File: config.mk
export PLATFORM = sky130hd
export DESIGN_NAME = instr_seq
export DESIGN_NICKNAME = d
export VERILOG_FILES = /design/src/hw/flag_alu.v /design/src/hw/instr_seq.v
export VERILOG_INCLUDE_DIRS = /design/src /design/src/hw
export SDC_FILE = /design/constraint.sdc
export NUM_CORES = 1
export LEC_CHECK = 0
export BUFFER_PORTS_ARGS = -buffer_cell sky130_fd_sc_hd__buf_4
export CAP_MARGIN = 20
export CORE_ASPECT_RATIO = 1.1
export CORE_MARGIN = 2
export CORE_UTILIZATION = 35
export DETAILED_ROUTE_END_ITERATION = 8
export PLACE_DENSITY_LB_ADDON = 0.05
export SYNTH_ARGS = -nofsm -noshare
export SYNTH_HDL_FRONTEND = slang
export SYNTH_SLANG_ARGS = --single-unit
File: constraint.sdc
create_clock -name clk -period 4.8 [get_ports clk]
set_input_delay 0.48 -clock clk [delete_from_list [all_inputs] [get_ports clk]]
set_output_delay 0.48 -clock clk [all_outputs]
set_load 0.1 [all_outputs]
File: src/hw/seq_regs.vh
// constants for the instruction sequencer; the flag unit uses none of them
// assumes inclusion by bare name from the design files
`ifndef SEQ_REGS_VH
`define SEQ_REGS_VH
`define CLK_PER_MC 3'h4
`define PHASE_FETCH 2'h0
`define PHASE_LAST 2'h3
`define OP_NOP 8'h00
`define OP_ADD_IMM 8'h24
`define OP_ADD_DIR 8'h25
`define OP_ADDC_IMM 8'h34
`define OP_ADDC_DIR 8'h35
`define OP_SUBB_IMM 8'h94
`define OP_SUBB_DIR 8'h95
`define OP_MUL 8'ha4
`define OP_DIV 8'h84
`define OP_DA 8'hd4
`define OP_RRC 8'h13
`define OP_RLC 8'h33
`define OP_CLR_C 8'hc3
`define OP_SETB_C 8'hd3
`define OP_CPL_C 8'hb3
`define OP_LJMP 8'h02
`define OP_LCALL 8'h12
`define OP_SJMP 8'h80
`define HI_ADD 4'h2
`define HI_ADDC 4'h3
`define HI_SUBB 4'h9
`define LO_AJMP 5'h01
`define LO_ACALL 5'h11
`define PSW_RESET 8'h00
`define ACC_RESET 8'h00
`define PC_RESET 16'h0000
`endif

File: src/hw/flag_alu.v
// flag unit: add, add with carry and subtract with borrow; other selects pass acc and carry through
// assumes a combinational use by the sequencer on the same clock
`timescale 1ns/1ps
module flag_alu (
  input wire [2:0] op_sel,
  input wire [7:0] acc,
  input wire [7:0] operand,
  input wire cy_in,
  output reg [7:0] result,
  output reg cy_out,
  output reg ov_out,
  output reg ac_out
);
  reg [8:0] sum;
  reg [4:0] nib;
  reg [7:0] b;
  reg ci;
  // 0 add, 1 addc, 2 subb, others pass acc
  always @* begin
    b = (op_sel == 3'h2) ? ~operand : operand;
    ci = (op_sel == 3'h0) ? 1'b0 : ((op_sel == 3'h2) ? ~cy_in : cy_in);
    sum = {1'b0, acc} + {1'b0, b} + {8'h00, ci};
    nib = {1'b0, acc[3:0]} + {1'b0, b[3:0]} + {4'h0, ci};
    result = acc;
    cy_out = cy_in;
    ov_out = 1'b0;
    ac_out = 1'b0;
    if (op_sel <= 3'h2) begin
      result = sum[7:0];
      cy_out = (op_sel == 3'h2) ? ~sum[8] : sum[8];
      ac_out = (op_sel == 3'h2) ? ~nib[4] : nib[4];
      ov_out = (acc[7] == b[7]) && (sum[7] != acc[7]);
    end
  end
endmodule

File: src/hw/instr_seq.v
// instruction sequencer: machine cycle timing, fetch control and flags
// Overview of operation
// RULE1: machine cycle is four clock periods
// RULE2: at most one code fetch per machine cycle
// RULE3: cycles equal bytes for ordinary instructions
// RULE4: jumps and calls add one address cycle
// RULE5: operations and flags match reference instruction set; mul and div only set flags and leave acc unchanged, da does nothing
// RULE6: listed flags follow the computed result
// RULE7: per-instruction carry, overflow, auxiliary effects
// RULE8: nop and add forms: listed bytes and cycles
// RULE9: two-bit phase counter marks fetch and end
// assumes code memory answers a fetch within the same machine cycle
`timescale 1ns/1ps
`include "seq_regs.vh"
module instr_seq (
  input wire clk,
  input wire nrst,
  input wire [7:0] code_data,
  input wire [7:0] reg_operand,
  output reg [15:0] fetch_addr,
  output wire fetch_req,
  output reg [7:0] acc,
  output reg [7:0] psw,
  output reg [2:0] phase_full,
  output wire cycle_end,
  output reg instr_done
);
  localparam ST_OPC = 3'b001;
  localparam ST_OPND = 3'b010;
  localparam ST_CALC = 3'b100;
  reg [1:0] phase;
  reg [2:0] state;
  reg [7:0] opcode;
  reg [1:0] bytes_left;
  reg [7:0] opnd_first;
  reg [7:0] code_sync1;
  reg [7:0] code_sync;
  reg [2:0] alu_sel;
  reg [7:0] alu_b;
  reg [1:0] next_len;
  reg next_jump;
  reg [7:0] dec_op;
  wire [7:0] alu_res;
  wire alu_cy;
  wire alu_ov;
  wire alu_ac;
  wire fetch_point;
  ////////////////////////////////////////////////////////////////////
  // phase counter, wraps every four clocks
  always @(posedge clk) begin
    if (!nrst) begin
      phase <= `PHASE_FETCH;
    end else begin
      phase <= phase + 2'h1; // RULE9 RULE1
    end
  end
  assign fetch_point = (phase == `PHASE_FETCH); // RULE9
  assign cycle_end = (phase == `PHASE_LAST); // RULE9 RULE1
  // one fetch request only at the fetch point, never in address cycles
  assign fetch_req = fetch_point && (state != ST_CALC) && nrst; // RULE2
  ////////////////////////////////////////////////////////////////////
  // code bytes come from a pin bus, synchronised before use
  always @(posedge clk) begin
    if (!nrst) begin
      code_sync1 <= 8'h00;
      code_sync <= 8'h00;
    end else begin
      code_sync1 <= code_data;
      code_sync <= code_sync1;
    end
  end
  ////////////////////////////////////////////////////////////////////
  // length decode from the opcode byte held at cycle end
  always @* begin
    dec_op = (state == ST_OPC) ? code_sync : opcode;
    next_len = 2'h1; // RULE8 RULE3
    next_jump = 1'b0;
    case (dec_op)
      `OP_ADD_IMM, `OP_ADD_DIR, `OP_ADDC_IMM, `OP_ADDC_DIR,
      `OP_SUBB_IMM, `OP_SUBB_DIR: next_len = 2'h2; // RULE8
      `OP_SJMP: begin
        next_len = 2'h2;
        next_jump = 1'b1; // RULE4
      end
      `OP_LJMP, `OP_LCALL: begin
        next_len = 2'h3;
        next_jump = 1'b1; // RULE4
      end
      default: begin
        if (dec_op[4:0] == `LO_AJMP || dec_op[4:0] == `LO_ACALL) begin
          next_len = 2'h2;
          next_jump = 1'b1; // RULE4
        end
      end
    endcase
  end
  ////////////////////////////////////////////////////////////////////
  // alu operand and function select; an immediate is the byte taken at this cycle end
  always @* begin
    alu_b = (opcode[3] || !opcode[2] || opcode[1]) ? reg_operand : code_sync;
    if (opcode[3:0] == 4'h5) begin
      alu_b = reg_operand;
    end
    case (opcode[7:4])
      `HI_ADD: alu_sel = 3'h0; // RULE7
      `HI_ADDC: alu_sel = 3'h1; // RULE7
      `HI_SUBB: alu_sel = 3'h2; // RULE7
      default: alu_sel = 3'h7;
    endcase
    if (opcode[3:0] < 4'h4) begin
      alu_sel = 3'h7;
    end
  end
  flag_alu u_alu (
    .op_sel(alu_sel),
    .acc(acc),
    .operand(alu_b),
    .cy_in(psw[7]),
    .result(alu_res),
    .cy_out(alu_cy),
    .ov_out(alu_ov),
    .ac_out(alu_ac)
  );
  ////////////////////////////////////////////////////////////////////
  // sequencer: opcode cycle, operand cycles, address cycle
  always @(posedge clk) begin
    if (!nrst) begin
      state <= ST_OPC;
      opcode <= `OP_NOP;
      bytes_left <= 2'h0;
      opnd_first <= 8'h00;
      fetch_addr <= `PC_RESET;
      acc <= `ACC_RESET;
      psw <= `PSW_RESET;
      instr_done <= 1'b0;
    end else begin
      instr_done <= 1'b0;
      if (cycle_end) begin
        case (state)
          ST_OPC: begin
            opcode <= code_sync;
            fetch_addr <= fetch_addr + 16'h0001; // RULE2
            if (next_len == 2'h1) begin
              instr_done <= 1'b1; // RULE3 RULE8
              exec_one(code_sync, reg_operand);
            end else begin
              bytes_left <= next_len - 2'h1;
              state <= ST_OPND;
            end
          end
          ST_OPND: begin
            // keep the first operand byte; a long jump needs it as the high half
            if (bytes_left == next_len - 2'h1) begin
              opnd_first <= code_sync; // RULE4
            end
            fetch_addr <= fetch_addr + 16'h0001; // RULE2
            bytes_left <= bytes_left - 2'h1;
            if (bytes_left == 2'h1) begin
              if (next_jump) begin
                state <= ST_CALC; // RULE4
              end else begin
                state <= ST_OPC;
                instr_done <= 1'b1; // RULE3
                exec_two(code_sync);
              end
            end
          end
          ST_CALC: begin
            // target from operand bytes, no fetch this cycle
            state <= ST_OPC;
            instr_done <= 1'b1; // RULE4
            if (opcode == `OP_SJMP) begin
              fetch_addr <= fetch_addr + {{8{opnd_first[7]}}, opnd_first};
            end else if (opcode == `OP_LJMP || opcode == `OP_LCALL) begin
              fetch_addr <= {opnd_first, code_sync};
            end else begin
              fetch_addr <= {fetch_addr[15:11], opcode[7:5], opnd_first};
            end
          end
          default: state <= ST_OPC;
        endcase
      end
    end
  end
  ////////////////////////////////////////////////////////////////////
  // one-byte execution: register adds, carry ops, rotates through carry, mul and div flags
  task exec_one;
    input [7:0] op;
    input [7:0] rv;
    reg [8:0] s;
    reg [8:0] sc;
    reg [4:0] n;
    reg [4:0] nc;
    begin
      s = {1'b0, acc} + {1'b0, rv};
      sc = s + {8'h00, psw[7]};
      n = {1'b0, acc[3:0]} + {1'b0, rv[3:0]};
      nc = n + {4'h0, psw[7]};
      if (op[7:4] == `HI_ADD && (op[3] || op[3:1] == 3'h3)) begin
        acc <= s[7:0]; // RULE6
        psw[0] <= ^s[7:0]; // RULE5
        psw[7] <= s[8]; // RULE7
        psw[6] <= n[4];
        psw[2] <= (acc[7] == rv[7]) && (s[7] != acc[7]);
      end else if (op[7:4] == `HI_ADDC && (op[3] || op[3:1] == 3'h3)) begin
        acc <= sc[7:0]; // RULE6
        psw[0] <= ^sc[7:0]; // RULE5
        psw[7] <= sc[8]; // RULE7
        psw[6] <= nc[4];
        psw[2] <= (acc[7] == rv[7]) && (sc[7] != acc[7]);
      end else if (op == `OP_CLR_C) begin
        psw[7] <= 1'b0; // RULE7
      end else if (op == `OP_SETB_C) begin
        psw[7] <= 1'b1; // RULE7
      end else if (op == `OP_CPL_C) begin
        psw[7] <= ~psw[7]; // RULE7
      end else if (op == `OP_RRC) begin
        acc <= {psw[7], acc[7:1]}; // RULE7
        psw[0] <= ^{psw[7], acc[7:1]}; // RULE5
        psw[7] <= acc[0];
      end else if (op == `OP_RLC) begin
        acc <= {acc[6:0], psw[7]}; // RULE7
        psw[0] <= ^{acc[6:0], psw[7]}; // RULE5
        psw[7] <= acc[7];
      end else if (op == `OP_MUL || op == `OP_DIV) begin
        psw[7] <= 1'b0; // RULE7
        psw[2] <= (op == `OP_DIV) ? (reg_operand == 8'h00) : (acc != 8'h00 && rv > 8'h01);
      end
    end
  endtask
  ////////////////////////////////////////////////////////////////////
  // two-byte execution: immediate and direct adds, subtract with borrow
  task exec_two;
    input [7:0] imm;
    begin
      if (alu_sel != 3'h7) begin
        acc <= alu_res; // RULE6 RULE5
        psw[0] <= ^alu_res; // RULE5
        psw[7] <= alu_cy; // RULE7
        psw[6] <= alu_ac;
        psw[2] <= alu_ov;
      end
    end
  endtask
  ////////////////////////////////////////////////////////////////////
  // phase shown as a clock count within the machine cycle
  always @(posedge clk) begin
    if (!nrst) begin
      phase_full <= 3'h0;
    end else begin
      phase_full <= (phase == `PHASE_LAST) ? 3'h0 : {1'b0, phase + 2'h1};
    end
  end
endmodule

# ---- After elaboration in Yosys (flattened, before gate mapping)
# Index checks and enable logic that the tools add are counted.
dict set report word_totals {
  register_bits 71
  input_bits 18
  output_inout_bits 38
  wordCells 222
}
dict set report op_classes {
  add_sub_neg 13
  n_lt_le_gt_ge 3
  eq_ne 59
  mux 83
  n_bitwise 5
  n_reduce_logical 42
}
# cell n
set ops {}
lappend ops {{two-way mux 8 bit} 16}
lappend ops {{== test 8 bit, second input constant} 9}
lappend ops {{two-way mux 1 bit} 43}
lappend ops {{== test 8 x 6 -> 1 bit, second input constant} 5}
lappend ops {{parity 8 bit} 5}
lappend ops {{two-way mux 16 bit} 2}
lappend ops {{one-hot mux 16 bit (2 select lines)} 1}
lappend ops {{== test 8 x 5 -> 1 bit, second input constant} 3}
lappend ops {{inequality test 4 bit, second input constant} 5}
lappend ops {{adder 8 x 8 -> 9 bit} 2}
lappend ops {{adder 9 x 1 -> 9 bit} 2}
lappend ops {{adder 16 x 1 -> 16 bit, second input constant} 1}
lappend ops {{adder 16 bit} 1}
lappend ops {{== test 4 x 2 -> 1 bit, second input constant} 4}
lappend ops {{== test 8 x 2 -> 1 bit, second input constant} 2}
lappend ops {{one-hot mux 8 bit (2 select lines)} 1}
lappend ops {{two-way mux 2 bit} 7}
lappend ops {{two-way mux 3 bit} 4}
lappend ops {{one-hot mux 2 bit (2 select lines)} 3}
lappend ops {{AND reduction 12 bit} 1}
lappend ops {{AND reduction 3 bit} 4}
lappend ops {{adder 4 x 4 -> 5 bit} 2}
lappend ops {{adder 5 x 1 -> 5 bit} 2}
lappend ops {{AND reduction 10 bit} 1}
lappend ops {{45 further kinds} 79}

# ---- Depth between registers and ports, before layout
# Gate-level depths: netlist of run 1.
dict set report logic_depth {
  ltp_word 16
  depth_mapped 18
  mapped_depth_nobuf 15
}

# ---- Cells and area by module
# Synthesis of run 1 repeated with hierarchy kept, for this count alone.
dict set report unflattened {
  hier_cells 836
  hier_area_um2 6323.6
}
# module n_inst cells_per_inst area_per_inst_um2 seq_area_each_um2
set by_module_without_submodules {}
lappend by_module_without_submodules {instr_seq 1 750 5710.5 1401.3}
lappend by_module_without_submodules {flag_alu 1 86 613.1 0.0}

# ---- Least setup slack after synthesis of run 1
# OpenSTA, ideal clock, no wires.
dict set report synth_timing {
  kind {register to register}
  startpoint {register acc[2]}
  endpoint {register psw[0]}
  setup_ns 0.125
  arrival_time_ns 3.915
  required_ns 4.675
  path_slack_ns 0.760
  stages_incl_launch_ff 15
  n_path_buf 1
  period_less_slack_ns 4.040
  path_cell_list {dfxtp_1 > ha_1 > clkbuf_1 > a211o_1 > a21oi_1 > nor2_1 > ha_1 > nand2b_1 > a21o_1 > nand3_1 > o22ai_1 > nor4_1 > xnor3_1 > o21ai_0 > a211oi_1}
}
dict set report synth_via {
  elab_chain_len 10
  word_cells_on_any_way 22
  classes_between {4 x add/sub; 13 x mux; 5 x reduce/logical}
}
# item line
set synth_rtl {}
lappend synth_rtl {{from (decl)} instr_seq.v:22} ;# output reg [7:0] acc,
lappend synth_rtl {{from (signal assigned)} instr_seq.v:133} ;# acc <= `ACC_RESET;
lappend synth_rtl {{branches (longest 9 deep; another with adder 8 x 8 -> 9 bit)} --}
lappend synth_rtl {{one-hot mux 1 bit (2 select lines) *} instr_seq.v:139} ;# case (state)
lappend synth_rtl {{to (signal assigned)} instr_seq.v:134} ;# psw <= `PSW_RESET;
lappend synth_rtl {{to (decl)} instr_seq.v:23} ;# output reg [7:0] psw,
# Every way passes the cells marked *. The select of a mux whose other input is x is not followed.
# A chain may end at the register's enable or synchronous reset.

# ---- Final worst setup path of run 1
dict set report layout_timing {
  startpoint {register state[0]}
  endpoint {register psw[0]}
}
dict set report layout_via {
  elab_chain_len 9
  word_cells_on_any_way 35
  classes_between {22 x eq/ne; 6 x mux; 7 x reduce/logical}
}
# item line
set layout_rtl {}
lappend layout_rtl {{from (decl)} instr_seq.v:32} ;# reg [2:0] state;
lappend layout_rtl {{from (signal assigned)} instr_seq.v:128} ;# state <= ST_OPC;
lappend layout_rtl {{from (signal assigned)} instr_seq.v:148} ;# state <= ST_OPND;
lappend layout_rtl {{from (signal assigned)} instr_seq.v:160} ;# state <= ST_CALC;
lappend layout_rtl {{branches (longest 9 deep; another with AND reduction 10 bit)} --}
# Parallel ways; which one is timed is not known.

==> flow_summary_export.csv, run 1 <==
group,metric,value,unit
sta,layout_min_cycle_time,4.32,ns
clock_network,cts_made_buffers,9,
final_layout,post-route-util,0.407,
setup_path,worst-setup-path-type,"reg -> reg",
setup_path,worst-endpoint-arrival,4.58,ns
sta,timing.final.crit_share,0.899,
clock_network,clock-root-buffer,"clkbuf_16",
synth,synth_top_flop_cell,"dfxtp_1",
run_status,run_status,"completed",
synth,register_bit_total_from_synthesis,70,
setup_path,timing.critical_path.cells,"nor3b_4 -> mux2i_1 -> nand4_1 -> o31ai_2 -> o2bb2ai_4 -> ha_1 -> nor2b_1 -> a2111oi_0 -> nand3_1 -> and4b_1 -> o41ai_1 -> nand2_1 -> a211oi_1",
sta,rsz0062_at_grt,"no",
floorplan,die_w,134,um
setup_path,worst-r2r-setup-slack,0.48,ns
synth,ys_async_sr_fraction,0,
placed_design,place.gp.congestion,0.873,
global_routing,track_usage,0.222,
placed_design,port-buffer-count,50,
clock_network,cts.htree.levels,3,
sta,timing.max_slew.rel_slack,0.384,
pwr,power-per-cell-area,224,nW/um2
global_routing,gr-total-overflow,0,
final_layout,finish.net_count,942,
final_layout,syn_to_final_growth,14.3,%
sta,fin_tns_setup,0,ns
synth,synth-warning-count,0,
setup_path,crit_path_top_delay_cell,"nor3b_4",
placed_design,hpwlAfterDp,16200,um
drt,drt-total-wl,21900,um
sta,report.final.hold_viol_count,0,
drt,drc_violation_count_after_routing,0,
clock_network,clock_sinks,70,
clock_network,postCtsHoldBufs,0,
floorplan,area_enclosed_by_the_die_boundary,19700,um2
setup_path,worst_r2r_startpoint,"state[0]$_SDFFE_PN1P_",
setup_path,timing.critical_path.depth,13,
drt,dr.first_iter.drc_count,367,
setup_path,length_in_cells_of_the_worst_reg_to_reg_path,13,
clock_network,post_cts.repair.setup_buffers,0,
setup_path,crit_start,"state[0]$_SDFFE_PN1P_",
synth,synth_cell_types,73,
global_routing,vias_in_the_first_global_route,6240,
final_layout,final_antenna_diode_count,0,
final_layout,layout_commonest_cell,"nand2_1",
worst_hold_path,holdCritPathClass,"in -> reg",
floorplan,rows,52,
sta,worst_pin_slew,0.918,ns
setup_path,startpoint_type,"register",
drt,postRouteAntennaNets,0,
drt,drt-vias-per-instance,5.80,
floorplan,die-height,147,um
floorplan,num_io_pins,56,
sta,maxClockFrequency,0.232,GHz
synth,synth_cells,853,
global_routing,grt_start_max_net_pins,49,
sta,fin_skew,0.00754,ns
clock_network,tritoncts,"done",
setup_path,end_kind,"register",
synth,ys_seq_area_frac,0.215,
drt,post_drt_wl_per_cell,19.4,um
synth,edff_count_synth,0,
sta,timing_max_transition_violations_final,0,
setup_path,worst-path-max-fanout,14,
clock_network,cts_repair_resize_count,0,
setup_path,regToRegEndpoint,"psw[0]$_SDFFE_PN0P_",
pwr,report.power.total,1.66,mW
drt,drt_pass_1_iters,5,
final_layout,fraction_of_layout_instances_using_a_drive_strength_above_1,0.114,
sta,setup-violations-final,0,
pwr,vdd_drop_max,0.157,mV
clock_network,clk-insertion-delay-late,0.35,ns
floorplan,initial_utilization,0.356,
floorplan,placeableCoreArea,18300,um2
setup_path,crit_end,"psw[0]$_SDFFE_PN0P_",
final_layout,mostFrequentLayoutCells,"nand2_1, dfxtp_1, buf_4",
global_routing,grt_first_pass_wirelength,34300,um
pwr,power.static_leakage,2.84,nW
setup_path,cpPeakStageDelay,0.67,ns
clock_network,clkTransAtPathRegs,0.06,ns
clock_network,max-clock-path-buffers,2,
setup_path,critical-path-top-delay-family,"simple AND/OR/NAND/NOR gates",
synth,synth.cell_area,6500,um2
setup_path,worst-path-buf-inv,0,
global_routing,grt_antenna_before_repair,0,
job,cap_violations,0,
drt,vias,6548,
synth,post_synth.cell_area_avg,7.63,um2
setup_path,cp_data_required_time,5.06,ns
-- through the flow --
stage,area [um2],setup slack (ns),hold slack [ns],cells
2_1_floorplan,6520,0.760,0.412,857
3_3_place_gp,7110,0.534,0.418,1112
3_5_place_dp,7110,0.527,0.426,1112
4_1_cts,7430,0.511,0.333,1128
5_1_grt,7430,0.0975,0.339,1128
6_report,7430,0.483,0.342,1128
-- metal layers --
metal,wire length [um],global-route usage,vias up
met1,9390,0.274,3148
met2,11200,0.393,188
met5,0,0,-
met4,439,0.0819,0
li1,-,-,3181
met3,889,0.0262,31
-- synthesized netlist by cell type, drive strengths merged (5+ instances only) --
cell | instances | share of area
a211oi | 27 | 0.031
o21ai | 51 | 0.039
o21a | 7 | 0.0081
nand2b | 11 | 0.011
a21oi | 58 | 0.045
nor4 | 15 | 0.017
nor2 | 65 | 0.038
nor2b | 9 | 0.0087
clkbuf | 41 | 0.024
xnor2 | 35 | 0.047
mux2i | 39 | 0.060
o31ai | 6 | 0.0077
nand3 | 33 | 0.025
inv | 21 | 0.012
buf | 15 | 0.015
o221ai | 5 | 0.0067
a21o | 12 | 0.014
o211ai | 17 | 0.020
or3 | 9 | 0.0087
xor2 | 20 | 0.027
dfxtp | 70 | 0.22
nand2 | 92 | 0.053
and2 | 21 | 0.020
a31oi | 13 | 0.013
nor4b | 5 | 0.0067
nand4 | 8 | 0.0077
nor3 | 15 | 0.012
and3 | 8 | 0.0077
nand3b | 6 | 0.0069
o22ai | 7 | 0.0067
nor3b | 6 | 0.0087
ha | 40 | 0.077
-- power by group --
group	leakage [nW]	switching, mW	internal, mW
clock network	0.159	0.286	0.472
registers	0.569	0.0219	0.595
logic	2.11	0.184	0.103
total	2.84	0.491	1.17
-- logic make-up after synthesis --
family / count (synthesis) / synth area share
and+or+nand+nor: 318 / 0.249
AOI/OAI and AO/OA: 243 / 0.248
buffers and inverters: 78 / 0.0515
DFF: 70 / 0.215
xor gates and xnor gates: 57 / 0.0812
adders and majority gates: 44 / 0.0892
muxes: 42 / 0.0652
other: 1 / 0.000576
-- how the worst min path moves through the flow --
stage,from,end,cells after the start
after global routing,code_data[2],code_sync1[2]$_SDFF_PN0_,2
after floorplan,code_sync1[0]$_SDFF_PN0_,code_sync[0]$_SDFF_PN0_,1
after CTS,code_data[5],code_sync1[5]$_SDFF_PN0_,2
after detailed placement,code_sync1[3]$_SDFF_PN0_,code_sync[3]$_SDFF_PN0_,1
final,code_data[5],code_sync1[5]$_SDFF_PN0_,2
after global placement,code_sync1[4]$_SDFF_PN0_,code_sync[4]$_SDFF_PN0_,1
-- registers in the layout, summed over array words and instances (netlist names), 3 cells and up --
register	cells
acc	8
code_sync1	8
state	3
opnd_first	8
psw	4
fetch_addr	16
code_sync	8
opcode	8
-- layout make-up --
type                            instances  area (um2)
Clock inverter                          6        90.1
Fill cell                            1871       10800
Tap cell                              243         304
Sequential cell                        70        1400
Multi-Input combinational cell        709        4810
Inverter                               22        82.6
Clock buffer                           10         239
Timing Repair Buffer                   68         510
No activity file was read; power rests on OpenSTA's default activity.
==> run 2, diff against run 1 <==
Settings changed: ABC_AREA set to 1, SLEW_MARGIN set to 20.
==> run 2 against run 1 <==
Global-route usage is 0.32 points lower; combinational power is 68% higher; largest cell class unchanged; register-to-register slack better by 0.82 ns; non-clock buffer count is 13 lower; cell area is 0.54% higher; sequential cell count stayed put.
==> flow_summary_export.csv, run 2 <==
group,metric,value,unit
run_status,run_status,"completed",
global_routing,global_route.usage.met1,0.276,
clock_network,postCtsHoldBufs,0,
sta,timing.max_slew.rel_slack,0.382,
sta,report.final.hold_viol_count,0,
placed_design,hpwlAfterDp,16600,um
drt,drt-vias-per-instance,5.14,
global_routing,grt_start_max_net_pins,50,
clock_network,max-clock-path-buffers,2,
pwr,vdd_drop_max,0.170,mV
final_layout,syn_to_final_growth,13.9,%
setup_path,worst-setup-path-type,"reg -> reg",
synth,ys_seq_area_frac,0.213,
floorplan,area_enclosed_by_the_die_boundary,19900,um2
sta,layout_min_cycle_time,3.50,ns
setup_path,cpMostUsedCell,"nand2_1",
floorplan,die_w,135,um
clock_network,clk-insertion-delay-late,0.35,ns
floorplan,initial_utilization,0.357,
sta,maxClockFrequency,0.286,GHz
placed_design,port-buffer-count,50,
global_routing,grt_antenna_before_repair,0,
sta,timing.final.crit_share,0.728,
synth,synth_cell_types,51,
placed_design,place.gp.congestion,0.877,
setup_path,cpPeakStageDelay,0.42,ns
sta,fin_tns_setup,0,ns
drt,dr.first_iter.drc_count,378,
global_routing,grt_max_usage_layer,"met2",
synth,register_bit_total_from_synthesis,70,
synth,synth_cells,1051,
final_layout,largest_register_ffs,16,
synth,post_synth.cell_area_avg,6.25,um2
sta,timing_max_transition_violations_final,0,
drt,post_drt_wl_per_cell,16.0,um
synth,synth_largest_type_area_fraction,0.213,
sta,whs,0.315,ns
synth,synth_top_cells_by_area,"dfxtp_1, nand2_1, inv_1, ha_1, nand3_1",
setup_path,worst-path-max-fanout,15,
synth,synthMostInstantiatedCell,"nand2_1",
setup_path,timing.critical_path.cells,"nor2_1 -> nand3_1 -> o21ai_0 -> xor2_1 -> fa_1 -> inv_1 -> fa_1 -> nand4_1 -> nand3_1 -> nand2_1 -> nand3_1 -> o21ai_0 -> inv_1 -> nand2_1 -> nand2_1 -> nand2_1 -> nand2_1 -> nand2_1 -> nand2_1 -> a21oi_1 -> a21oi_1",
global_routing,grt_first_pass_wirelength,34100,um
pwr,power-per-cell-area,259,nW/um2
floorplan,rows,52,
sta,fin_skew,0.00863,ns
setup_path,worst-endpoint-arrival,3.73,ns
clock_network,post_cts.repair.setup_buffers,0,
sta,setup-violations-final,0,
setup_path,end_kind,"register",
clock_network,cts_repair_resize_count,0,
final_layout,mostFrequentLayoutCells,"nand2_1, inv_1, nand3_1",
synth,synth-warning-count,0,
clock_network,clock_sinks,70,
drt,drt_pass_1_iters,5,
setup_path,crit_path_top_delay_cell,"fa_1",
synth,synth_top_flop_cell,"dfxtp_1",
drt,drt-total-wl,21400,um
job,cap_violations,0,
sta,rsz0062_at_grt,"no",
setup_path,cp_data_required_time,5.04,ns
clock_network,tritoncts,"done",
clock_network,clkTransAtPathRegs,0.06,ns
final_layout,finish.net_count,1148,
floorplan,placeableCoreArea,18400,um2
clock_network,cts_made_buffers,9,
drt,vias,6856,
setup_path,startpoint_type,"register",
synth,ys_async_sr_fraction,0,
global_routing,met3_usage,0.0285,
drt,postRouteAntennaNets,0,
drt,drc_violation_count_after_routing,0,
floorplan,die-height,148,um
synth,yosysTopAreaCell,"dfxtp_1",
floorplan,num_io_pins,56,
global_routing,globalRouteMet2Util,0.389,
final_layout,largest_register,"fetch_addr",
clock_network,cts.htree.levels,3,
global_routing,track_usage,0.218,
final_layout,final_antenna_diode_count,0,
synth,edff_count_synth,0,
global_routing,gr-total-overflow,0,
synth,synth.cell_area,6570,um2
final_layout,fraction_of_layout_instances_using_a_drive_strength_above_1,0.103,
sta,worst_pin_slew,0.919,ns
worst_hold_path,holdCritPathClass,"in -> reg",
pwr,power.static_leakage,3.55,nW
global_routing,vias_in_the_first_global_route,6345,
clock_network,clock-root-buffer,"clkbuf_16",
synth,yosys-top-cells-count,"nand2_1, inv_1, nand3_1, a21oi_1, o21ai_0",
final_layout,layout_commonest_cell,"nand2_1",
==> run 2: changes by cell type after synthesis, sizes merged, moves of 23 or more <==
cell	delta
nand3	+56
a21oi	+28
nand2	+158
mux2i	-38
a211oi	-23
inv	+125
o21ai	+52
==> run 2: stage by stage <==
stage	util	worst slack (ns)	std cells	power, mW	area [um2]
after CTS	0.406	1.29	1334	1.96	7470
after global placement	0.387	1.31	1318	1.13	7120
after global routing	0.406	0.817	1334	2.03	7470
after detailed placement	0.387	1.32	1318	1.13	7120
after floorplan	-	1.45	1055	1.03	6580
final	0.406	1.30	1334	1.94	7470
==> run 2: cells by family after synthesis <==
| kind of cell | share of synthesized area |
|---|---|
| buf+inv | 0.111 |
| other cells | 0.000571 |
| simple gates | 0.303 |
| compound gates | 0.216 |
| flops | 0.213 |
| xor+xnor | 0.0654 |
| mux | 0.00152 |
| fa+ha+maj | 0.0884 |
==> run 2: worst max-delay path, delay by kind of cell, from the launching register on <==
family	cells	cell delay (ns)
buffers and inverters	2	0.15
DFF	1	0.33
and+or+nand+nor	12	1.30
AOI/OAI and AO/OA	4	0.77
adders and majority gates	2	0.63
xor gates and xnor gates	1	0.22
==> run 2: power breakdown <==
group / total (mW) / internal, mW / switching [mW]
Clock: 0.821 / 0.537 / 0.284
Sequential: 0.632 / 0.603 / 0.0291
Combinational: 0.483 / 0.146 / 0.337
==> run 2: path summary, 6_finish.rpt <==
kind / endpoint / from / slack [ns] / cells past startpoint
setup / recovery: psw[0]$_SDFFE_PN0P_ / opcode[1]$_SDFFE_PN0P_ / 1.30 / 21
setup reg to reg: psw[0]$_SDFFE_PN0P_ / opcode[1]$_SDFFE_PN0P_ / 1.30 / 21
hold / removal: code_sync1[2]$_SDFF_PN0_ / code_data[2] / 0.31 / 3
hold reg to reg: code_sync[1]$_SDFF_PN0_ / code_sync1[1]$_SDFF_PN0_ / 0.41 / 2
==> run 2: cell type report <==
type	instances	area, um2
clock buffer	11	253
clock inverter	5	104
fill	2039	10900
inverter	146	548
multi-input combinational	804	4450
sequential	70	1400
tap	243	304
timing repair buffer	55	413
==> run 2: routing by layer <==
layer  wire length [um]  up-vias  part of all wire
li1                   -     3575                 -
met1               9720     3121              0.45
met2              10600      141              0.50
met3                703       19             0.033
met4                359        0             0.017
met5                  0        -                 0
